$ cat src/rtl/frs_pkg.sv
// Shared constants and types of the result status and configure block
package frs_pkg;
  // Clock rate and drive polling window after reset
  localparam int CLK_MHZ      = 100;
  localparam int POLL_WIN_US  = 500;
  localparam int POLL_WIN_CYC = POLL_WIN_US * CLK_MHZ;
  // Opcode low five bits of the commands framed here
  localparam logic [4:0] OPC_MODE   = 5'h01;
  localparam logic [4:0] OPC_RTRACK = 5'h02;
  localparam logic [4:0] OPC_SPEC   = 5'h03;
  localparam logic [4:0] OPC_SDRV   = 5'h04;
  localparam logic [4:0] OPC_WRITE  = 5'h05;
  localparam logic [4:0] OPC_READ   = 5'h06;
  localparam logic [4:0] OPC_RECAL  = 5'h07;
  localparam logic [4:0] OPC_SINT   = 5'h08;
  localparam logic [4:0] OPC_WRDEL  = 5'h09;
  localparam logic [4:0] OPC_READID = 5'h0A;
  localparam logic [4:0] OPC_RDDEL  = 5'h0C;
  localparam logic [4:0] OPC_FORMAT = 5'h0D;
  localparam logic [4:0] OPC_SEEK   = 5'h0F;
  localparam logic [4:0] OPC_SCANEQ = 5'h11;
  localparam logic [4:0] OPC_PERP   = 5'h12;
  localparam logic [4:0] OPC_VERIFY = 5'h16;
  localparam logic [4:0] OPC_SCANLO = 5'h19;
  localparam logic [4:0] OPC_SCANHI = 5'h1D;
  // Opcode bytes checked in full; lock checks only its low seven bits
  localparam logic [7:0] OPB_CONF   = 8'h13;
  localparam logic [7:0] OPB_DUMP   = 8'h0E;
  localparam logic [6:0] OPB_LOCK   = 7'h14;
  localparam int         LOCK_BIT   = 7;
  // Configure byte field positions
  localparam int CFG_EIS  = 6;
  localparam int CFG_FIFO = 5;
  localparam int CFG_POLL = 4;
  // Values after reset
  localparam logic       RST_EIS      = 1'h0;
  localparam logic       RST_FIFO_OFF = 1'h1;
  localparam logic       RST_POLL_OFF = 1'h0;
  localparam logic [3:0] RST_FIFO_TRIGGER_LEVEL   = 4'h0;
  localparam logic [7:0] RST_PRECOMP_START_CYL   = 8'h00;
  // Termination codes and the invalid opcode answer
  localparam logic [1:0] END_NORMAL  = 2'h0;
  localparam logic [1:0] END_FAIL    = 2'h1;
  localparam logic [1:0] END_INVALID = 2'h2;
  localparam logic [1:0] END_POLL    = 2'h3;
  localparam logic [7:0] INVALID_STATUS = 8'h80;
  localparam logic [7:0] BAD_CYL_MARK   = 8'hFF;
  // Result lengths in bytes
  localparam logic [3:0] RES_DATA = 4'h7;
  localparam logic [3:0] RES_DUMP = 4'hA;
  localparam logic [3:0] RES_SINT = 4'h2;
  localparam logic [3:0] RES_ONE  = 4'h1;
  // Disk event bit positions
  localparam int EV_LAST_BYTE = 0;
  localparam int EV_CRC_ADDR  = 1;
  localparam int EV_CRC_DATA  = 2;
  localparam int EV_SECT_ABS  = 3;
  localparam int EV_RID_FAIL  = 4;
  localparam int EV_START_MIS = 5;
  localparam int EV_NO_IDAM   = 6;
  localparam int EV_NO_DAM    = 7;
  localparam int EV_DEL_MIS   = 8;
  localparam int EV_NOT_FOUND = 9;
  localparam int EV_SCAN_EQ   = 10;
  localparam int EV_SCAN_UN   = 11;
  localparam int EV_SEEK_DONE = 12;
  localparam int EV_NO_CYL_ZERO_PIN   = 13;
  localparam int EV_READY_CHG = 14;
  localparam int EV_W         = 15;
  // Command phase states, one-hot
  typedef enum logic [3:0] {
    S_IDLE   = 4'h1,
    S_PARAM  = 4'h2,
    S_EXEC   = 4'h4,
    S_RESULT = 4'h8
  } frs_state_t;
  // Command kinds, which decide framing and result layout
  typedef enum logic [7:0] {
    K_DATA  = 8'h01,
    K_NORES = 8'h02,
    K_SINT  = 8'h04,
    K_SDRV  = 8'h08,
    K_CONF  = 8'h10,
    K_DUMP  = 8'h20,
    K_LOCK  = 8'h40,
    K_INVAL = 8'h80
  } frs_kind_t;
endpackage

$ cat src/rtl/frs_flag_if.sv
// Interface between the command framer and the status flag collector
`timescale 1ns/1ps
`default_nettype none
interface frs_flag_if
  import frs_pkg::*;
  ();
  logic            clear;      // New command starts
  logic [EV_W-1:0] ev;         // Disk event pulses
  logic            protect;    // Write refused on protected media
  logic            count_done; // Terminal count level
  logic [7:0]      rec_cyl;    // Cylinder read from a sector header
  logic [7:0]      cmd_cyl;    // Cylinder given in the command
  logic [7:0]      st_b;       // Second status byte
  logic [7:0]      st_c;       // Third status byte
  modport ctl (output clear, ev, protect, count_done, rec_cyl, cmd_cyl,
               input st_b, st_c);
  modport flg (input clear, ev, protect, count_done, rec_cyl, cmd_cyl,
               output st_b, st_c);
endinterface
`default_nettype wire

$ cat src/rtl/frs_status_flags.sv
// Sticky error flags of the second and third status bytes
`timescale 1ns/1ps
`default_nettype none
module frs_status_flags
  import frs_pkg::*;
(
  input wire logic clk,
  input wire logic reset_n,
  frs_flag_if.flg  f
);
  logic [7:0] b_q;   // Second status byte
  logic [7:0] c_q;   // Third status byte
  wire  [7:0] b_set; // Bits raised this cycle
  wire  [7:0] c_set;
  wire        wrong; // Header cylinder differs from command
  wire        bad;   // Header carries the bad cylinder mark

  assign wrong = f.ev[EV_NOT_FOUND] & (f.rec_cyl != f.cmd_cyl);
  assign bad   = wrong & (f.rec_cyl == BAD_CYL_MARK);
  // Second byte: unused D6, D4 and D3 stay 0
  assign b_set = {f.ev[EV_LAST_BYTE] & ~f.count_done,
                  1'h0,
                  f.ev[EV_CRC_ADDR] | f.ev[EV_CRC_DATA],
                  1'h0,
                  1'h0,
                  f.ev[EV_SECT_ABS] | f.ev[EV_RID_FAIL]
                    | f.ev[EV_START_MIS],
                  f.protect,
                  f.ev[EV_NO_IDAM] | f.ev[EV_NO_DAM]};
  // Third byte: unused D7 stays 0
  assign c_set = {1'h0,
                  f.ev[EV_DEL_MIS],
                  f.ev[EV_CRC_DATA],
                  wrong,
                  f.ev[EV_SCAN_EQ],
                  f.ev[EV_SCAN_UN],
                  bad,
                  f.ev[EV_NO_DAM]};
  assign f.st_b = b_q;
  assign f.st_c = c_q;

  // Set wins over the clear at the start of a command
  always_ff @(posedge clk) begin
    if (!reset_n) begin
      b_q <= 8'h00;
      c_q <= 8'h00;
    end else begin
      b_q <= (f.clear ? 8'h00 : b_q) | b_set;
      c_q <= (f.clear ? 8'h00 : c_q) | c_set;
    end
  end
endmodule // frs_status_flags
`default_nettype wire

$ cat src/rtl/frs_op_decode.sv
// Opcode decoder: kind, parameter count and command classes
`timescale 1ns/1ps
`default_nettype none
module frs_op_decode
  import frs_pkg::*;
(
  input  wire logic [7:0] opcode,
  output frs_kind_t       kind,
  output logic [3:0]      nparam,
  output logic            rw_class,
  output logic            wr_class
);
  wire [4:0] low = opcode[4:0];      // Code without option bits
  wire conf = (opcode == OPB_CONF);  // Configure
  wire dump = (opcode == OPB_DUMP);  // Register dump
  wire lock = (opcode[6:0] == OPB_LOCK); // Lock, value in bit 7
  wire p1   = low inside {OPC_SDRV, OPC_RECAL, OPC_READID, OPC_PERP};
  wire p2   = low inside {OPC_SPEC, OPC_SEEK};
  wire data = low inside {OPC_RTRACK, OPC_WRITE, OPC_READ, OPC_WRDEL,
                          OPC_READID, OPC_RDDEL, OPC_FORMAT, OPC_SCANEQ,
                          OPC_VERIFY, OPC_SCANLO, OPC_SCANHI};
  wire nres = low inside {OPC_SPEC, OPC_RECAL, OPC_SEEK, OPC_PERP,
                          OPC_MODE};

  // Kind of command, unknown bytes fall to invalid
  assign kind = dump ? K_DUMP :
                conf ? K_CONF :
                lock ? K_LOCK :
                (low == OPC_SINT) ? K_SINT :
                (low == OPC_SDRV) ? K_SDRV :
                data ? K_DATA :
                nres ? K_NORES : K_INVAL;
  // Bytes to collect after the opcode
  assign nparam = (conf | dump | lock) ? (conf ? 4'h3 : 4'h0) :
                  (low == OPC_SINT) ? 4'h0 :
                  p1 ? 4'h1 :
                  p2 ? 4'h2 :
                  (low == OPC_MODE) ? 4'h4 :
                  (low == OPC_FORMAT) ? 4'h5 : 4'h8;
  // Commands that may take an implied seek first
  assign rw_class = low inside {OPC_WRITE, OPC_READ, OPC_WRDEL, OPC_RDDEL,
                                OPC_SCANEQ, OPC_SCANLO, OPC_SCANHI,
                                OPC_VERIFY};
  // Commands that write the media
  assign wr_class = low inside {OPC_WRITE, OPC_WRDEL, OPC_FORMAT};
endmodule // frs_op_decode
`default_nettype wire

$ cat src/rtl/frs_result_cfg.sv
// Command framing, result status bytes and configure settings
`timescale 1ns/1ps
`default_nettype none
module frs_result_cfg
  import frs_pkg::*;
#(
  parameter int POLL_WIN_CYCLES = POLL_WIN_CYC // Polling window length
)(
  input  wire logic            clk,
  input  wire logic            reset_n,
  input  wire logic            soft_reset,
  input  wire logic            wr_strobe,
  input  wire logic [7:0]      wr_data,
  input  wire logic            rd_strobe,
  output logic      [7:0]      rd_data_q,
  output logic                 rqm_q,
  output logic                 dio_q,
  output logic                 exec_start_q,
  output logic                 seek_first_q,
  output logic      [7:0]      exec_opcode_q,
  output logic      [63:0]     exec_param,
  input  wire logic            exec_done,
  input  wire logic            exec_fail,
  input  wire logic [EV_W-1:0] disk_ev,
  input  wire logic [7:0]      rec_cyl,
  input  wire logic [1:0]      poll_unit,
  input  wire logic            count_done_pin,
  input  wire logic            write_protect,
  input  wire logic            cyl_zero_pin,
  input  wire logic            side_pin,
  input  wire logic [1:0]      unit_sel,
  input  wire logic            mode_auto_seek,
  input  wire logic [31:0]     id_bytes,
  input  wire logic [31:0]     present_cyl_store,
  input  wire logic [15:0]     spec_timing,
  input  wire logic [7:0]      track_param,
  input  wire logic [5:0]      perp_bits,
  output logic                 auto_seek_on_q,
  output logic                 fifo_off_q,
  output logic                 poll_off_q,
  output logic      [3:0]      fifo_trigger_level_q,
  output logic      [7:0]      precomp_start_cyl_q,
  output logic                 lock_q,
  output logic                 poll_start_q
);
  localparam int WIN_W = $clog2(POLL_WIN_CYCLES + 1); // Window counter

  // Refuse a window shorter than one cycle
  if (POLL_WIN_CYCLES < 1) begin : g_chk
    $error("POLL_WIN_CYCLES must be at least 1");
  end

  frs_state_t       state_q;      // Command phase
  frs_state_t       state_d;
  frs_kind_t        kind_q;       // Kind of current command
  frs_kind_t        dec_kind;     // Decoded kind of incoming opcode
  logic [3:0]       dec_nparam;   // Decoded parameter count
  logic             dec_rw;       // Decoded implied seek class
  logic             dec_wr;       // Decoded media write class
  logic [3:0]       nparam_q;     // Parameters expected
  logic [3:0]       pcnt_q;       // Parameters received
  logic [3:0]       rcnt_q;       // Result bytes read
  logic             rw_q;         // Current command may seek first
  logic             wr_q;         // Current command writes media
  logic [7:0]       par_q [0:7];  // Parameter bytes
  logic [1:0]       code_q;       // Termination code
  logic             side_q;       // Side at end of execution
  logic [1:0]       unit_q;       // Drive at end of execution
  logic [WIN_W-1:0] win_q;        // Cycles left in polling window
  logic             int_pend_q;   // Sense interrupt status pending
  logic [1:0]       int_code_q;   // Pending termination code
  logic             int_se_q;     // Pending seek end
  logic             int_ec_q;     // Pending equipment fault
  logic [1:0]       int_unit_q;   // Pending drive
  frs_flag_if       fl ();        // Flag collector link

  wire       host_wr;   // Accepted command byte
  wire       host_rd;   // Accepted result read
  wire       op_acc;    // Opcode accepted
  wire       frame_now; // Last command byte accepted
  frs_kind_t fk;        // Kind of command being framed
  wire       prot_fail; // Write command on protected media
  wire       to_exec;   // Command moves to execution
  wire [3:0] rlen;      // Result length of current kind
  wire [7:0] st0;       // First status byte
  wire [7:0] st3;       // Drive status byte
  wire [7:0] sint_st0;  // First byte for sense interrupt
  wire [7:0] cfg_byte;  // Configure settings as dumped
  wire [7:0] data_tab [0:6]; // Data command results
  wire [7:0] dump_tab [0:9]; // Register dump results
  wire [7:0] res_byte;  // Selected result byte

  frs_op_decode u_dec (
    .opcode   (wr_data),
    .kind     (dec_kind),
    .nparam   (dec_nparam),
    .rw_class (dec_rw),
    .wr_class (dec_wr)
  );

  frs_status_flags u_flags (
    .clk     (clk),
    .reset_n (reset_n),
    .f       (fl.flg)
  );

  // Data port accepts bytes only while ready and direction agree
  assign host_wr   = wr_strobe & rqm_q & ~dio_q;
  assign host_rd   = rd_strobe & rqm_q & dio_q;
  assign op_acc    = host_wr & (state_q == S_IDLE);
  assign fk        = op_acc ? dec_kind : kind_q;
  assign frame_now = (op_acc & (dec_kind != K_INVAL)
                      & (dec_nparam == 4'h0))
                   | (host_wr & (state_q == S_PARAM)
                      & (pcnt_q == nparam_q - 4'h1));
  assign prot_fail = frame_now & (fk == K_DATA) & wr_q
                   & write_protect;
  assign to_exec   = frame_now & ((fk == K_NORES)
                   | ((fk == K_DATA) & ~(wr_q & write_protect)));

  // Flag collector hookup
  assign fl.clear      = op_acc;
  assign fl.ev         = disk_ev;
  assign fl.protect    = prot_fail;
  assign fl.count_done = count_done_pin;
  assign fl.rec_cyl    = rec_cyl;
  assign fl.cmd_cyl    = par_q[1];

  // Parameter bytes out to the execution engine
  for (genvar g = 0; g < 8; g++) begin : g_par
    assign exec_param[g*8 +: 8] = par_q[g];
  end

  // Result byte tables
  assign st0 = {code_q, 2'h0, 1'h0, side_q, unit_q};
  assign sint_st0 = {int_code_q, int_se_q, int_ec_q, 1'h0, side_q,
                     int_unit_q};
  assign st3 = {1'h0, write_protect, 1'h1, cyl_zero_pin, 1'h1,
                par_q[0][2], par_q[0][1:0]};
  assign cfg_byte = {1'h0, auto_seek_on_q, fifo_off_q, poll_off_q,
                     fifo_trigger_level_q};
  assign data_tab[0] = st0;
  assign data_tab[1] = fl.st_b;
  assign data_tab[2] = fl.st_c;
  for (genvar g = 0; g < 4; g++) begin : g_tab
    assign data_tab[3+g] = id_bytes[31-g*8 -: 8];
    assign dump_tab[g]   = present_cyl_store[g*8 +: 8];
  end
  assign dump_tab[4] = spec_timing[15:8];
  assign dump_tab[5] = spec_timing[7:0];
  assign dump_tab[6] = track_param;
  assign dump_tab[7] = {lock_q, 1'h0, perp_bits};
  assign dump_tab[8] = cfg_byte;
  assign dump_tab[9] = precomp_start_cyl_q;

  // Result length and byte selection by command kind
  assign rlen = (kind_q == K_DATA) ? RES_DATA :
                (kind_q == K_DUMP) ? RES_DUMP :
                (kind_q == K_SINT) ? RES_SINT : RES_ONE;
  assign res_byte = (kind_q == K_DUMP) ? dump_tab[rcnt_q] :
                    (kind_q == K_DATA) ? data_tab[rcnt_q[2:0]] :
                    (kind_q == K_SINT) ? ((rcnt_q == 4'h0) ? sint_st0 :
                      present_cyl_store[{int_unit_q, 3'h0} +: 8]) :
                    (kind_q == K_SDRV) ? st3 :
                    (kind_q == K_LOCK) ? {3'h0, lock_q, 4'h0} :
                    INVALID_STATUS;

  // Phase sequencing
  always_comb begin
    state_d = state_q;
    case (state_q)
      S_IDLE: begin
        if (op_acc && dec_kind == K_INVAL) begin
          state_d = S_RESULT;
        end else if (op_acc) begin
          state_d = S_PARAM;
        end
      end
      S_PARAM: begin
        state_d = state_q;
      end
      S_EXEC: begin
        if (exec_done) begin
          state_d = (kind_q == K_DATA) ? S_RESULT : S_IDLE;
        end
      end
      S_RESULT: begin
        if (host_rd && rcnt_q == rlen - 4'h1) begin
          state_d = S_IDLE;
        end
      end
      default: state_d = S_IDLE;
    endcase
    if (frame_now) begin
      state_d = to_exec ? S_EXEC : (fk == K_CONF) ? S_IDLE : S_RESULT;
    end
    if (soft_reset) begin
      state_d = S_IDLE;
    end
  end

  // Phase, handshake and read data
  always_ff @(posedge clk) begin
    if (!reset_n) begin
      state_q   <= S_IDLE;
      rqm_q     <= 1'h0;
      dio_q     <= 1'h0;
      rd_data_q <= 8'h00;
    end else begin
      state_q   <= state_d;
      // Ready drops a cycle on each result byte so data settles first
      rqm_q     <= (state_d == S_RESULT) ?
                   ((state_q == S_RESULT) & ~host_rd) :
                   ((state_d == S_IDLE) | (state_d == S_PARAM));
      dio_q     <= (state_d == S_RESULT);
      rd_data_q <= res_byte;
    end
  end

  // Opcode capture and byte counters
  always_ff @(posedge clk) begin
    if (!reset_n) begin
      kind_q        <= K_INVAL;
      exec_opcode_q <= 8'h00;
      nparam_q      <= 4'h0;
      rw_q          <= 1'h0;
      wr_q          <= 1'h0;
      pcnt_q        <= 4'h0;
      rcnt_q        <= 4'h0;
    end else begin
      if (op_acc) begin
        kind_q        <= dec_kind;
        exec_opcode_q <= wr_data;
        nparam_q      <= dec_nparam;
        rw_q          <= dec_rw;
        wr_q          <= dec_wr;
      end
      // Sense interrupt with nothing pending answers as invalid
      if (frame_now && fk == K_SINT && !int_pend_q) begin
        kind_q <= K_INVAL;
      end
      pcnt_q <= op_acc ? 4'h0 : pcnt_q + {3'h0, host_wr};
      rcnt_q <= (state_q == S_RESULT) ? rcnt_q + {3'h0, host_rd} : 4'h0;
    end
  end

  // Parameter byte store
  always_ff @(posedge clk) begin
    if (!reset_n) begin
      for (int i = 0; i < 8; i++) begin
        par_q[i] <= 8'h00;
      end
    end else if (host_wr && state_q == S_PARAM) begin
      par_q[pcnt_q[2:0]] <= wr_data;
    end
  end

  // Execution start and end of execution status
  always_ff @(posedge clk) begin
    if (!reset_n) begin
      exec_start_q <= 1'h0;
      seek_first_q <= 1'h0;
      code_q       <= END_NORMAL;
      side_q       <= 1'h0;
      unit_q       <= 2'h0;
    end else begin
      exec_start_q <= to_exec & ~soft_reset;
      seek_first_q <= to_exec & ~soft_reset & rw_q
                    & (auto_seek_on_q | mode_auto_seek);
      if ((state_q == S_EXEC && exec_done) || prot_fail) begin
        code_q <= (exec_fail | prot_fail) ? END_FAIL : END_NORMAL;
        side_q <= side_pin;
        unit_q <= unit_sel;
      end
    end
  end

  // Configure settings; lock keeps some across software reset
  always_ff @(posedge clk) begin
    if (!reset_n) begin
      auto_seek_on_q       <= RST_EIS;
      fifo_off_q           <= RST_FIFO_OFF;
      poll_off_q           <= RST_POLL_OFF;
      fifo_trigger_level_q <= RST_FIFO_TRIGGER_LEVEL;
      precomp_start_cyl_q  <= RST_PRECOMP_START_CYL;
      lock_q               <= 1'h0;
    end else if (soft_reset) begin
      auto_seek_on_q <= RST_EIS;
      poll_off_q     <= RST_POLL_OFF;
      if (!lock_q) begin
        fifo_off_q           <= RST_FIFO_OFF;
        fifo_trigger_level_q <= RST_FIFO_TRIGGER_LEVEL;
        precomp_start_cyl_q  <= RST_PRECOMP_START_CYL;
      end
    end else if (frame_now && fk == K_CONF) begin
      auto_seek_on_q       <= par_q[1][CFG_EIS];
      fifo_off_q           <= par_q[1][CFG_FIFO];
      poll_off_q           <= par_q[1][CFG_POLL];
      fifo_trigger_level_q <= par_q[1][3:0];
      precomp_start_cyl_q  <= wr_data;
    end else if (frame_now && fk == K_LOCK) begin
      lock_q <= wr_data[LOCK_BIT];
    end
  end

  // Polling window after either reset; polling starts at its end
  always_ff @(posedge clk) begin
    if (!reset_n || soft_reset) begin
      win_q        <= WIN_W'(POLL_WIN_CYCLES);
      poll_start_q <= 1'h0;
    end else begin
      win_q        <= (win_q != '0) ? win_q - 1'b1 : win_q;
      poll_start_q <= (win_q == WIN_W'(1)) & ~poll_off_q;
    end
  end

  // Pending sense interrupt status; a new event wins over the clear
  always_ff @(posedge clk) begin
    if (!reset_n || soft_reset) begin
      int_pend_q <= 1'h0;
      int_code_q <= END_NORMAL;
      int_se_q   <= 1'h0;
      int_ec_q   <= 1'h0;
      int_unit_q <= 2'h0;
    end else if (disk_ev[EV_SEEK_DONE]) begin
      int_pend_q <= 1'h1;
      int_code_q <= disk_ev[EV_NO_CYL_ZERO_PIN] ? END_FAIL : END_NORMAL;
      int_se_q   <= 1'h1;
      int_ec_q   <= disk_ev[EV_NO_CYL_ZERO_PIN];
      int_unit_q <= par_q[0][1:0];
    end else if (disk_ev[EV_READY_CHG] && !poll_off_q) begin
      int_pend_q <= 1'h1;
      int_code_q <= END_POLL;
      int_se_q   <= 1'h0;
      int_ec_q   <= 1'h0;
      int_unit_q <= poll_unit;
    end else if (frame_now && fk == K_SINT) begin
      int_pend_q <= 1'h0;
    end
  end
endmodule // frs_result_cfg
`default_nettype wire

$ cat config.mk
export PLATFORM = sky130hd
export DESIGN_NAME = frs_result_cfg
export DESIGN_NICKNAME = d
export VERILOG_FILES = /design/src/rtl/frs_pkg.sv /design/src/rtl/frs_flag_if.sv /design/src/rtl/frs_status_flags.sv /design/src/rtl/frs_op_decode.sv /design/src/rtl/frs_result_cfg.sv
export SDC_FILE = /design/constraint.sdc
export NUM_CORES = 1
export LEC_CHECK = 0
export ABC_AREA = 1
export BUFFER_PORTS_ARGS = -buffer_cell sky130_fd_sc_hd__buf_2
export CORE_MARGIN = 1
export CORE_UTILIZATION = 45
export CTS_BUF_LIST = sky130_fd_sc_hd__clkbuf_16
export CTS_CLUSTER_DIAMETER = 150
export CTS_CLUSTER_SIZE = 16
export DETAILED_ROUTE_END_ITERATION = 6
export PLACE_DENSITY_LB_ADDON = 0.3
export REMOVE_ABC_BUFFERS = 1
export SLEW_MARGIN = 20
export SYNTH_ARGS = -nofsm -noshare
export SYNTH_HDL_FRONTEND = slang
export SYNTH_HIERARCHICAL = 1
export SYNTH_SLANG_ARGS = --single-unit
$ cat constraint.sdc
create_clock -name clk -period 3.22 [get_ports clk]
set_input_delay 0.161 -clock clk [delete_from_list [all_inputs] [get_ports clk]]
set_output_delay 0.161 -clock clk [all_outputs]
set_load 0.01 [all_outputs]
### Word level (Yosys, flattened, before mapping)

Memory sizes are Yosys's and may differ from the RTL's.
Cells that the tools add are included.

* memory bits (writable): 64
* bits of input ports: 141
* register bits: 107
* memories kept: 1

* shifts and indexed selects: 1
* reductions and logical operators: 33
* mux-type cells: 71
* add/sub/neg operators: 5
* eq/ne operators: 46
* bitwise gates (word level): 46
* magnitude comparators: 2

Memories
* par_q: depth 8, bits a word 8, read ports 8, clocked after Yosys merged registers in 0, write ports 8, line frs_result_cfg.sv:65 `logic [7:0] par_q [0:7];`

Operator list (number)
* 2-to-1 mux 8 bit: 24
* 2-to-1 mux 4 bit: 20
* binary-select mux 8 bit (select 4 bit): 1
* variable part select 32 x 6 -> 8 bit: 1
* equality test 5 x 4 -> 1 bit (second input constant): 6
* equality test 5 bit (second input constant): 5
* binary-select mux 8 bit (select 3 bit): 1
* bitwise AND 1 bit: 23
* equality test 5 x 3 -> 1 bit (second input constant): 4
* 2-to-1 mux 1 bit: 17
* equality test 16 x 1 -> 1 bit (second input constant): 1
* equality test 8 x 1 -> 1 bit (second input constant): 2
* equality test 8 x 3 -> 1 bit (second input constant): 2
* equality test 8 x 4 -> 1 bit (second input constant): 2
* equality test 8 x 5 -> 1 bit (second input constant): 2
* equality test 8 x 7 -> 1 bit (second input constant): 2
* equality test 8 bit (second input constant): 2
* one-hot mux 4 bit (4 select lines): 1
* nonzero test 16 bit: 1
* subtractor 16 x 1 -> 16 bit (second input constant): 1
* 2-to-1 mux 2 bit: 6
* bitwise OR 1 bit: 11
* nonzero test 11 bit: 1
* equality test 5 x 2 -> 1 bit (second input constant): 2
* 35 further kinds: 66

### Longest topological paths before layout

* word-level depth: 20
* depth in mapped cells: 19
* mapped depth without buffers: 19

### Hierarchy

The synthesis kept the hierarchy.

Modules (own cells, without submodules)
* frs_result_cfg: sequential area each 3723.6 µm², area an instance 7893.8 µm², instances 1, cells each 1039
* frs_status_flags: sequential area each 240.2 µm², area an instance 605.6 µm², instances 1, cells each 90
* frs_op_decode: sequential area each 0.0 µm², area an instance 377.9 µm², instances 1, cells each 80

### Worst setup path before layout

Ideal clock, no wire load.

* path kind: input -> register
* from: in wr_data[0]
* to: reg fifo_trigger_level_q[3]
* arrival time: 1.797 ns
* stages: 18
* buffers on the path: 1
* data required time: 3.106 ns
* setup time: 0.114 ns
* setup slack: 1.309 ns
* cell sequence: inv_1 nor2_1 nand2_1 a21oi_1 nor2_1 nand2_1 nor2_1 nand2_1 nor3_1 nand2_1 nand3_1 nand2_1 nand3_4 nand2_4 o21ai_4 buf_6 nand3_1 nand2_1

* elaborated cells on any way between the ends: 51

RTL lines
* start: declaration: line frs_result_cfg.sv:13 `input wire logic [7:0] wr_data,`
* equality test 5 x 2 -> 1 bit, or another cell as far along: line frs_op_decode.sv:19 `wire data = low inside {OPC_RTRACK, OPC_WRITE, OPC_READ, OPC_WRDEL,`
* nonzero test 11 bit: line frs_op_decode.sv:19
* 2-to-1 mux 8 bit: line frs_op_decode.sv:31 `data ? K_DATA :`
* 2-to-1 mux 8 bit: line frs_op_decode.sv:30 `(low == OPC_SDRV) ? K_SDRV :`
* 2-to-1 mux 8 bit: line frs_op_decode.sv:29 `(low == OPC_SINT) ? K_SINT :`
* 2-to-1 mux 8 bit: line frs_op_decode.sv:28 `lock ? K_LOCK :`
* 2-to-1 mux 8 bit: line frs_op_decode.sv:27 `conf ? K_CONF :`
* 2-to-1 mux 8 bit *: line frs_op_decode.sv:26 `assign kind = dump ? K_DUMP :`
* named net dec_kind[0]: line frs_result_cfg.sv:56 `frs_kind_t dec_kind;`
* != test 8 bit: line frs_result_cfg.sv:112 `assign frame_now = (op_acc & (dec_kind != K_INVAL)`
* bitwise AND 1 bit: line frs_result_cfg.sv:112
* bitwise AND 1 bit: line frs_result_cfg.sv:113 `& (dec_nparam == 4'h0))`
* bitwise OR 1 bit: line frs_result_cfg.sv:114 `| (host_wr & (state_q == S_PARAM)`
* logical AND 1 bit *: line frs_result_cfg.sv:295 `end else if (frame_now && fk == K_CONF) begin`
* nonzero test 2 bit (no line) *
* AND reduction 2 bit (no line) *
* end signal: assignment: line frs_result_cfg.sv:299 `fifo_trigger_level_q <= par_q[1][3:0];`
* end: declaration: line frs_result_cfg.sv:41 `output logic [3:0] fifo_trigger_level_q,`

Mark *: on every way through the listed nets, which the timed path passes. The rest lies on a longest branch.
A chain may end at the register's enable or synchronous reset.

### Worst setup path in the final report

* from: reg rcnt_q[1]
* to: reg rd_data_q[5]

* word-level cells in the longest chain between the ends: 6
* elaborated cells on any way between the ends: 13

Ends and longest elaborated chain
* start: declaration: line frs_result_cfg.sv:62 `logic [3:0] rcnt_q;`
* start signal: assignment: line frs_result_cfg.sv:243 `rcnt_q <= (state_q == S_RESULT) ? rcnt_q + {3'h0, host_rd} : 4'h0;`
* inverter 3 -> 4 bit (not written as such): line frs_result_cfg.sv:161 `(kind_q == K_DATA) ? data_tab[rcnt_q[2:0]] :`
* binary-select mux 8 bit (select 3 bit): line frs_result_cfg.sv:161
* 2-to-1 mux 8 bit (not written as such) (2 in a row): line frs_result_cfg.sv:161
* 2-to-1 mux 8 bit: line frs_result_cfg.sv:161
* 2-to-1 mux 8 bit *: line frs_result_cfg.sv:160 `assign res_byte = (kind_q == K_DUMP) ? dump_tab[rcnt_q] :`
* end signal: assignment: line frs_result_cfg.sv:216 `rd_data_q <= res_byte;`
* end: declaration: line frs_result_cfg.sv:15 `output logic [7:0] rd_data_q,`

Mark *: on every way between the ends. The rest lies on a longest branch, timed or not. The select of a mux whose other input is x is not followed.

==> results.yml <==
setup_path:
  cp-end-kind: "flip-flop"
  cpPeakStageDelay_ps: 810
  start_kind: "flip-flop"
  crit_path_frequent_cell: "nor2_1"
  crit_chain: "inv_1 -> nor2_1 -> nand2_1 -> o31ai_1 -> o21ai_0 -> a31oi_1 -> nor3_1 -> nor2_1"
  critPathBufInv: 1
  timing.rr.start: "rcnt_q[1]"
  crit_path_max_fanout: 21
  startpoint: "rcnt_q[1]"
  critPathRequiredTime_ps: 3580
  slowest_stage: "dfxtp_1"
  path_delay_family: "flip-flops"
  crit_type: "flip-flop to flip-flop"
  cp.arrival_ps: 2890
detailed_routing:
  ant_nets: 0
  drtIter0Drc: 744
  via_per_inst: 5.36
  drt_pass1_iterations: 7
  routed_wl_um: 29500
  drc_errors: 0
  wl_per_cell_um: 17.1
  num_vias: 9249
outcome:
  outcome: "complete, no violations"
floorplan:
  io_pins: 242
  initial_core_util: 0.458
  die_x_um: 142
  die-area_mm2: 0.0203
  core_mm2: 0.0194
  row_count: 51
  fp.dieH_um: 142
global_routing:
  grt_use_met2: 0.482
  grt_overflow: 0
  use_met3: 0.0596
  grt_pass1_wl_um: 44800
  grt_pass1_vias: 8496
  antenna_found_initial: 1
  grt_most_used_layer: "met2"
  grt_use_met1: 0.347
  grt_usage: 0.291
  grt_max_degree: 55
pwr:
  p_leak_nw: 5.20
  power_density_mw_per_mm2: 453
  peakVddDrop_mv: 0.503
clocking:
  cts_hold_buf: 12
  cts_setup_buffers: 0
  clockBufferDepth: 2
  clock_latency_ps: 440
  root_buffer: "clkbuf_16"
  cts_tree: "yes"
  cts_resized: 0
  path_clk_slew_ps: 70
  cts_sinks: 166
  cts_buffers: 17
  htree_levels: 4
logic_synthesis:
  ys_ff_latch: 166
  synth_edf_count: 64
  synth_async_sr_flop_share: 0
  ys.warnings.count: 6
  seq_area_frac_synth: 0.447
  syn_inst: 1209
  synth_area_per_cell_um2: 7.34
  synth_area_mm2: 0.00888
  synth-main-ff-cell: "dfxtp_1"
  synth_cell_types: 58
timing:
  rsz0062_at_grt: "no"
  max_freq_mhz: 396
  relSlewSlack: 0.500
  slew_violations: 0
  period_share: 0.784
  layout_setup_ws_ps: 695
  finalSetupViolCount: 0
  worstMarginPinSlew_ps: 749
  clock-skew-final_ps: 10.7
  fin_crit_ps: 2530
  hold_violations: 0
placed_design:
  place.gp.congestion: 0.984
  dp.cells: 1682
  io_buffers: 241
  dp_slack_ps: 816
  dp_hpwl_um: 22300
job:
  cap_violations: 0
hold_path:
  hold_class: "input port to flip-flop"
  min-delay-start: "disk_ev[6]"
final_layout:
  fin_cells: 1727
  layout_common_cells: "nor2_1, buf_2, nand2_1"
  nNetsFinal: 1596
  syn_to_final_growth_pct: 24.1
  final_common_cell: "nor2_1"
  drive_above_1_share: 0.226
-- per-stage QoR --
stage          setup TNS (ps)  cell area [µm²]  power [mW]  utilization  hold WS, ps
6_report                    0            11000        4.99        0.568         7.85
2_1_floorplan            -578             8690        2.66            -          259
5_1_grt                     0            11000        5.18        0.568         14.3
3_3_place_gp                0            10300        2.93        0.530          367
3_5_place_dp                0            10300        2.93        0.530          376
4_1_cts                     0            11000        5.00        0.568         2.34
-- cells in the mapped netlist, drive strengths merged (8+ instances only) --
| master | n | area [µm²] |
|---|---|---|
| nor3 | 17 | 85.1 |
| a21oi | 69 | 357 |
| o22ai | 11 | 68.8 |
| nand3 | 69 | 378 |
| o211ai | 18 | 135 |
| nand4 | 14 | 87.6 |
| edfxtp | 64 | 1920 |
| inv | 121 | 454 |
| o21ai | 81 | 432 |
| a31oi | 8 | 50.1 |
| nor2 | 261 | 1030 |
| nand2 | 250 | 1000 |
| dfxtp | 102 | 2040 |
| clkinv | 9 | 33.8 |
| clkbuf | 29 | 109 |
| buf | 15 | 92.6 |
-- layer usage --
layer	part of all wire	vias to the layer above	wire length, µm
met3	0.096	79	2830
met5	0	-	0
li1	-	4475	-
met2	0.46	507	13600
met1	0.39	4188	11600
met4	0.049	0	1460
-- final timing paths --
path / to / slack (ps) / cells after the start
setup / recovery: rd_data_q[5] / 690 / 8
setup reg to reg: rd_data_q[5] / 690 / 8
hold / removal: u_flags/f.st_b[0] / 8 / 3
hold reg to reg: int_code_q[0] / 470 / 2
-- sequential cells by signal (all words and copies together), names as in the netlist, 4 cells and up --
name                  cells
par_q                    64
win_q                    16
exec_opcode_q             8
kind_q                    8
precomp_start_cyl_q       8
rd_data_q                 8
u_flags/f.st_c            7
u_flags/f.st_b            5
fifo_trigger_level_q      4
nparam_q                  4
pcnt_q                    4
rcnt_q                    4
state_q                   4
-- report_power, final --
| part | switching [mW] | internal (mW) | leakage [nW] |
|---|---|---|---|
| clock | 0.975 | 1.11 | 0.295 |
| sequential | 0.0473 | 2.25 | 1.49 |
| combinational | 0.386 | 0.220 | 3.41 |
-- final cells by class --
| class | instances | area, µm² |
|---|---|---|
| Antenna cell | 1 | 2.50 |
| Clock buffer | 17 | 425 |
| Clock inverter | 15 | 183 |
| Fill cell | 1858 | 8380 |
| Inverter | 130 | 488 |
| Multi-Input combinational cell | 872 | 4240 |
| Sequential cell | 166 | 3970 |
| Tap cell | 265 | 332 |
| Timing Repair Buffer | 261 | 1390 |
-- cell families (layout without fill, tap and decap cells) --
group / count (synthesis) / count (layout) / share of synthesized area
flops: 166 / 166 / 0.447
simple gates: 630 / 630 / 0.306
xor+xnor: 11 / 11 / 0.0109
other cells: 1 / 5 / 0.000422
buf+inv: 174 / 423 / 0.0777
mux: 2 / 2 / 0.00226
compound gates: 218 / 218 / 0.146
fa+ha+maj: 7 / 7 / 0.00987
-- tightest hold or removal path: stages --
cell and delay (ps):
buf_2 70, nor2_1 30, a21oi_1 130
No activity file was read; power rests on OpenSTA's default activity.
